$ cat src/febs_pkg.sv
// Package of event codes, carriers and timing constants for the front-end event selector.
package febs_pkg;

    localparam logic [7:0] EVT_ITLB      = 8'h82;
    localparam logic [7:0] UM_INSTR_TLB_FLUSH_EVENT = 8'h40;
    localparam logic [7:0] UM_ITLB_MISS  = 8'h12;
    localparam logic [7:0] EVT_QFULL     = 8'h83;
    localparam logic [7:0] UM_QFULL      = 8'h02;
    localparam logic [7:0] EVT_FSTALL    = 8'h86;
    localparam logic [7:0] EVT_LDSLOW    = 8'h87;
    localparam logic [7:0] EVT_BR_EXEC   = 8'h88;
    localparam logic [7:0] EVT_BR_MISP   = 8'h89;
    localparam logic [7:0] EVT_BR_DMISP  = 8'h8A;
    localparam logic [7:0] EVT_CBR_EXEC  = 8'h8B;
    localparam logic [7:0] EVT_CBR_MISP  = 8'h8C;
    localparam logic [7:0] EVT_IBR_EXEC  = 8'h8D;
    localparam logic [7:0] UM_NONE       = 8'h00;
    localparam logic [7:0] PFX_OPSIZE    = 8'h66;
    localparam logic [7:0] PFX_ADSIZE    = 8'h67;

    // Slow length decode occupies this many cycles; the fast path one.
    localparam int         SLOW_DECODE_CYCLES = 6;
    localparam logic [2:0] SLOW_LAST = 3'(SLOW_DECODE_CYCLES - 1);
    localparam logic [2:0] CNT_ZERO  = 3'h0;
    localparam logic [2:0] CNT_ONE   = 3'h1;

    typedef enum logic [1:0] {
        FEBS_MODE_REAL    = 2'b00,
        FEBS_MODE_BIGREAL = 2'b01,
        FEBS_MODE_PROT16  = 2'b10,
        FEBS_MODE_PROT32  = 2'b11
    } febs_mode_e;

    typedef struct packed {
        logic [7:0] event_num;
        logic [7:0] unit_mask;
    } febs_sel_s;

    // One-cycle pulses or levels from the pipeline.
    typedef struct packed {
        logic instr_tlb_flush_event;
        logic instr_tlb_miss_small;
        logic instr_tlb_miss_large;
        logic fetch_queue_full_event;
        logic fetch_stall_cycles_event;
        logic branch_executed_event;
        logic branch_is_uop;
        logic branch_mispredict_event;
        logic branch_decode_mispredict_event;
        logic cond_branch_executed_event;
        logic cond_branch_mispredict_event;
        logic indirect_branch_executed_event;
    } febs_evt_s;

    // One instruction offered to the length decoder.
    typedef struct packed {
        logic       valid;
        logic [7:0] prefix;
        logic       has_prefix;
        logic       has_imm;
        logic       has_modrm;
        febs_mode_e mode;
    } febs_insn_s;

    typedef enum logic [1:0] {
        FEBS_LD_IDLE = 2'b00,
        FEBS_LD_SLOW = 2'b01
    } febs_ld_e;

    typedef struct packed {
        febs_ld_e   ld_state;
        logic [2:0] ld_cnt;
        logic       ld_done;
        logic       ld_slow;
        logic       fetch_en;
        logic       count_inc;
    } febs_state_s;

endpackage

$ cat src/febs_event_select.sv
// Front-end and branch event selector with length-decoder timing and fetch gating.
`timescale 1ns/1ps

// Summary of operation
// Flush code 82H/40H counts one per instruction TLB flush.
// Miss code 82H/12H counts every instruction TLB miss, small or large page.
// Queue-full code 83H/02H counts every cycle the instruction queue is full.
// Fetching is stopped while the instruction queue is full.
// Fetch-stall code 86H/00H counts every cycle an instruction fetch is stalled.
// Code 87H/00H counts every cycle the length decoder runs its slow path.
// Length decode takes one cycle normally and six cycles on the slow path.
// An operand-size prefix 66H before an instruction with immediate data selects the slow path.
// An address-size prefix 67H before a modr/m instruction selects the slow path in all modes.
// Code 88H/00H counts executed branch instructions, excluding micro-op branches.
// Code 89H/00H counts executed mispredicted branches.
// Code 8AH/00H counts branches mispredicted at decode.
// Code 8BH/00H counts executed conditional branches.
// Code 8CH/00H counts executed mispredicted conditional branches.
// Code 8DH/00H counts executed indirect branches.
// A source reaches the counter only when both event number and unit mask match its code.
module febs_event_select (
    // Clock and reset
    input  wire logic                 clk_sys,
    input  wire logic                 arst_n,
    // Selection and pipeline events
    input  wire febs_pkg::febs_sel_s  sel,
    input  wire febs_pkg::febs_evt_s  evt,
    // Length decoder request
    input  wire febs_pkg::febs_insn_s insn,
    // Outputs
    output logic                      count_inc,
    output logic                      fetch_en,
    output logic                      ld_slow,
    output logic                      ld_done
);
    import febs_pkg::*;

    febs_state_s state_reg;
    febs_state_s state_next;

    function automatic logic code_is(input febs_sel_s s, input logic [7:0] ev,
                                     input logic [7:0] um);
        code_is = (s.event_num == ev) && (s.unit_mask == um);
    endfunction

    function automatic logic needs_slow(input febs_insn_s i);
        logic op;
        logic ad;
        op = i.has_prefix && (i.prefix == PFX_OPSIZE) && i.has_imm;
        // Every mode encoding is one of the four slow-path modes.
        ad = i.has_prefix && (i.prefix == PFX_ADSIZE) && i.has_modrm;
        needs_slow = i.valid && (op || ad);
    endfunction

    // The codes are all distinct, so the order of this chain never changes the result.
    function automatic logic select_hit(input febs_sel_s s, input febs_evt_s e,
                                        input logic slow_busy, input logic slow_offer);
        select_hit = 1'b0;
        if (code_is(s, EVT_ITLB, UM_INSTR_TLB_FLUSH_EVENT)) begin
            select_hit = e.instr_tlb_flush_event;
        end else if (code_is(s, EVT_ITLB, UM_ITLB_MISS)) begin
            // Both page sizes in one cycle still make a single increment.
            select_hit = e.instr_tlb_miss_small || e.instr_tlb_miss_large;
        end else if (code_is(s, EVT_QFULL, UM_QFULL)) begin
            select_hit = e.fetch_queue_full_event;
        end else if (code_is(s, EVT_FSTALL, UM_NONE)) begin
            select_hit = e.fetch_stall_cycles_event;
        end else if (code_is(s, EVT_LDSLOW, UM_NONE)) begin
            // The offer cycle counts as well, so one slow decode adds six.
            select_hit = slow_busy || slow_offer;
        end else if (code_is(s, EVT_BR_EXEC, UM_NONE)) begin
            select_hit = e.branch_executed_event && !e.branch_is_uop;
        end else if (code_is(s, EVT_BR_MISP, UM_NONE)) begin
            select_hit = e.branch_mispredict_event;
        end else if (code_is(s, EVT_BR_DMISP, UM_NONE)) begin
            select_hit = e.branch_decode_mispredict_event;
        end else if (code_is(s, EVT_CBR_EXEC, UM_NONE)) begin
            select_hit = e.cond_branch_executed_event;
        end else if (code_is(s, EVT_CBR_MISP, UM_NONE)) begin
            select_hit = e.cond_branch_mispredict_event;
        end else if (code_is(s, EVT_IBR_EXEC, UM_NONE)) begin
            select_hit = e.indirect_branch_executed_event;
        end
    endfunction

    always_comb begin
        state_next           = state_reg;
        state_next.count_inc = select_hit(sel, evt, state_reg.ld_state == FEBS_LD_SLOW,
                                          needs_slow(insn));
        // Fetch permission follows the queue one cycle late, like every other output.
        state_next.fetch_en  = !evt.fetch_queue_full_event;
        state_next.ld_done   = 1'b0;
        case (state_reg.ld_state)
            FEBS_LD_IDLE: begin
                if (needs_slow(insn)) begin
                    state_next.ld_state = FEBS_LD_SLOW;
                    state_next.ld_cnt   = CNT_ONE;
                    state_next.ld_slow  = 1'b1;
                end else begin
                    state_next.ld_done  = insn.valid;
                    state_next.ld_slow  = 1'b0;
                end
            end
            FEBS_LD_SLOW: begin
                // The decoder accepts no new instruction until the slow decode ends.
                if (state_reg.ld_cnt == SLOW_LAST) begin
                    state_next.ld_state = FEBS_LD_IDLE;
                    state_next.ld_cnt   = CNT_ZERO;
                    state_next.ld_done  = 1'b1;
                    state_next.ld_slow  = 1'b0;
                end else begin
                    state_next.ld_cnt   = state_reg.ld_cnt + CNT_ONE;
                end
            end
            default: begin
                state_next.ld_state = FEBS_LD_IDLE;
                state_next.ld_cnt   = CNT_ZERO;
                state_next.ld_slow  = 1'b0;
            end
        endcase
    end

    // Reset leaves fetch enabled, since an empty queue cannot be full.
    always_ff @(posedge clk_sys or negedge arst_n) begin
        if (!arst_n) begin
            state_reg <= '{ld_state: FEBS_LD_IDLE, ld_cnt: CNT_ZERO, ld_done: 1'b0,
                           ld_slow: 1'b0, fetch_en: 1'b1, count_inc: 1'b0};
        end else begin
            state_reg <= state_next;
        end
    end

    assign count_inc = state_reg.count_inc;
    assign fetch_en  = state_reg.fetch_en;
    assign ld_slow   = state_reg.ld_slow;
    assign ld_done   = state_reg.ld_done;
endmodule

$ cat config.mk
export PLATFORM = sky130hd
export DESIGN_NAME = febs_event_select
export DESIGN_NICKNAME = d
export VERILOG_FILES = /design/src/febs_pkg.sv /design/src/febs_event_select.sv
export SDC_FILE = /design/constraint.sdc
export NUM_CORES = 1
export LEC_CHECK = 0
export ABC_AREA = 0
export BUFFER_PORTS_ARGS = -buffer_cell sky130_fd_sc_hd__buf_4
export CAP_MARGIN = 0
export CORE_MARGIN = 3
export CORE_UTILIZATION = 43
export CTS_BUF_LIST = sky130_fd_sc_hd__clkbuf_8
export DETAILED_ROUTE_END_ITERATION = 10
export PLACE_DENSITY = 0.95
export SKIP_CTS_REPAIR_TIMING = 1
export SLEW_MARGIN = 25
export SYNTH_ARGS = -nofsm -noshare
export SYNTH_HDL_FRONTEND = slang
export SYNTH_SLANG_ARGS = --single-unit
$ cat constraint.sdc
create_clock -name clk_sys -period 2.65 [get_ports clk_sys]
set_input_delay 0.265 -clock clk_sys [delete_from_list [all_inputs] [get_ports clk_sys]]
set_output_delay 0.265 -clock clk_sys [all_outputs]
set_load 0.01 [all_outputs]
==> results.json <==
{
  "finalNonFillerCells": 130,
  "drive_gt1_frac": 0.496,
  "path_clk_slew_ns": 0.04,
  "drc_errors": 0,
  "grt_pass1_vias": 680,
  "cap_viol_max_count": 0,
  "syn_nets": 111,
  "grt_use_total": 0.178,
  "critPathBufInv": 1,
  "dp_hpwl_mm": 1.34,
  "cp-end-kind": "flip-flop",
  "place_inst": 125,
  "largest_reg_flops": 4,
  "required_ns": 2.77,
  "start_util": 0.464,
  "root_buffer": "clkbuf_8",
  "maxSlewViolCount": 0,
  "critical_path_arrival_ns": 1.30,
  "critical_path.cell_chain": "buf_4, nor4_4, nand3_2, nor4b_2, o21ai_1, o31a_1",
  "outcome": "complete, no violations",
  "area_growth_pct": 63.8,
  "cts_tree": "done",
  "grt_remaining_overflow": 0,
  "slew-limit-headroom": 0.790,
  "gp_congestion": 0.786,
  "finalClockSkew_ns": 0.00446,
  "cts_max_level": 1,
  "worstSkewPairLatency_ns": 0.23,
  "ys_seq_area_frac": 0.325,
  "die_h_um": 44.0,
  "die_w_um": 44.0,
  "fin_crit_sh": 0.445,
  "vias": 682,
  "rows": 13,
  "cts_buffers": 3,
  "ys_ff_latch": 8,
  "worstPathMaxFanout": 2,
  "setup_viol": 0,
  "avgSynthCellArea_um2": 9.24,
  "grt_max_degree": 11,
  "setup_tns_ns": 0,
  "synth-warning-count": 0,
  "worst_pin_slew_ns": 0.313,
  "n_antenna_cell": 0,
  "core_mm2": 0.00133,
  "utilization": 0.761,
  "cp_slowest_cell": "nor4_4",
  "firstDrtPassIters": 4,
  "viasPerCell": 5.25,
  "crit_family": "simple AND/OR/NAND/NOR gates",
  "fin_nets": 160,
  "drt-initial-drc-count": 3,
  "antenna_found_initial": 0,
  "startpoint_type": "input pin",
  "rsz0062_at_grt": "false",
  "preCtsSetupSlack_ns": 1.24,
  "routed_wl_mm": 1.58,
  "p_leak_uw": 0.000475,
  "critical_path_class": "in -> reg",
  "fmax_ghz": 0.848,
  "syn_area_um2": 619,
  "clockBufferDepth": 2,
  "worst_slack_ns": 1.47,
  "critical_path.max_stage_delay_ns": 0.30,
  "power_uw": 475,
  "min_period_ns": 1.18,
  "syn_inst": 67,
  "hold_class": "in -> reg",
  "io_pins": 48,
  "ir_drop_v": 0.000183,
  "port-buffer-count": 45,
  "grt_first_pass_wirelength_mm": 2.55,
  "ys_types": 31,
  "die_area_mm2": 0.00193,
  "antenna_left": 0,
  "finalHoldViolCount": 0,
  "p_per_area_mw_per_mm2": 468,
  "wl_per_cell_um": 12.2,
  "clock_sinks": 8
}
cell usage after synthesis, drive strengths merged:
master,count,area share
nand2,12,0.073
dfrtp,7,0.28
mux2i,7,0.11
o21ai,5,0.040
a21oi,3,0.030
nor2,3,0.018
nor2b,3,0.030
nor3,3,0.032
a211oi,2,0.032
buf,2,0.026
inv,2,0.012
nand2b,2,0.020
nand3,2,0.024
nand4bb,2,0.036
nor4b,2,0.048
dfstp,1,0.042
nand3b,1,0.012
nand4,1,0.010
nand4b,1,0.014
nor3b,1,0.012
nor4,1,0.034
nor4bb,1,0.016
o2111ai,1,0.014
o31a,1,0.014
or2,1,0.010
cell usage in the layout (no fill, tap or decap), types with 2 or more instances in the layout:
| cell type | n |
|---|---|
| o21ai_0 | 4 |
| nor4b_2 | 2 |
| inv_1 | 3 |
| a21oi_1 | 2 |
| nand2_1 | 12 |
| clkbuf_8 | 3 |
| nand4bb_1 | 2 |
| nor2_1 | 3 |
| nor2b_1 | 3 |
| nor3_1 | 2 |
| dfrtp_1 | 7 |
| nand2b_1 | 2 |
| buf_4 | 45 |
| mux2i_1 | 7 |
path summary, 6_finish.rpt:
kind / cells after the start / endpoint / slack, ns / startpoint
max: 6 / count_inc / 1.47 / sel[3]
max reg2reg: 3 / count_inc / 1.48 / state_reg[7]
min in group asynchronous: 2 / ld_slow / 0.39 / arst_n
min: 2 / fetch_en / 0.16 / evt[8]
min reg2reg: 2 / ld_slow / 0.51 / ld_slow
max in group asynchronous: 2 / fetch_en / 2.05 / arst_n
cells by family (layout without fill, tap and decap cells):
kind of cell / Yosys count / count (layout) / synth area share
flops: 8 / 8 / 0.325
compound gates: 12 / 12 / 0.131
simple gates: 36 / 36 / 0.392
mux: 7 / 7 / 0.113
buf+inv: 4 / 52 / 0.0384
metrics by stage:
stage | cell area (µm²) | hold WS, ns
after global placement | 960 | 0.0857
final | 1010 | 0.155
after detailed placement | 960 | 0.0862
after global routing | 1010 | 0.158
after CTS | 1000 | -0.163
after floorplan | 619 | -0.0306
area by class of cell:
| class | count | area (µm²) |
|---|---|---|
| multi-input combinational | 55 | 394 |
| inverter | 2 | 7.51 |
| sequential | 8 | 201 |
| fill | 93 | 319 |
| clock buffer | 3 | 41.3 |
| timing repair buffer | 46 | 348 |
| tap | 15 | 18.8 |
| clock inverter | 1 | 3.75 |
per-layer routing:
metal / wire length [µm] / vias up / GRT usage
met5: 0 / - / 0
li1: - / 339 / -
met2: 795 / 35 / 0.337
met3: 181 / 3 / 0.0581
met4: 29 / 0 / 0.0723
met1: 575 / 305 / 0.171
worst reg2reg max path, stage by stage, from the launching register on:
cell	delay, ns
dfrtp_1	0.48
a21oi_2	0.21
a211oi_2	0.09
o31a_1	0.28
power breakdown:
| group | switching [µW] | total, µW | leakage, µW | internal, µW |
|---|---|---|---|---|
| registers | 36.3 | 187 | 0.000102 | 151 |
| clock network | 53.5 | 154 | 0.0000269 | 101 |
| logic | 49.7 | 133 | 0.000346 | 83.5 |
| total | 139 | 475 | 0.000475 | 335 |
Note: power is estimated with default switching activity, not from simulation.
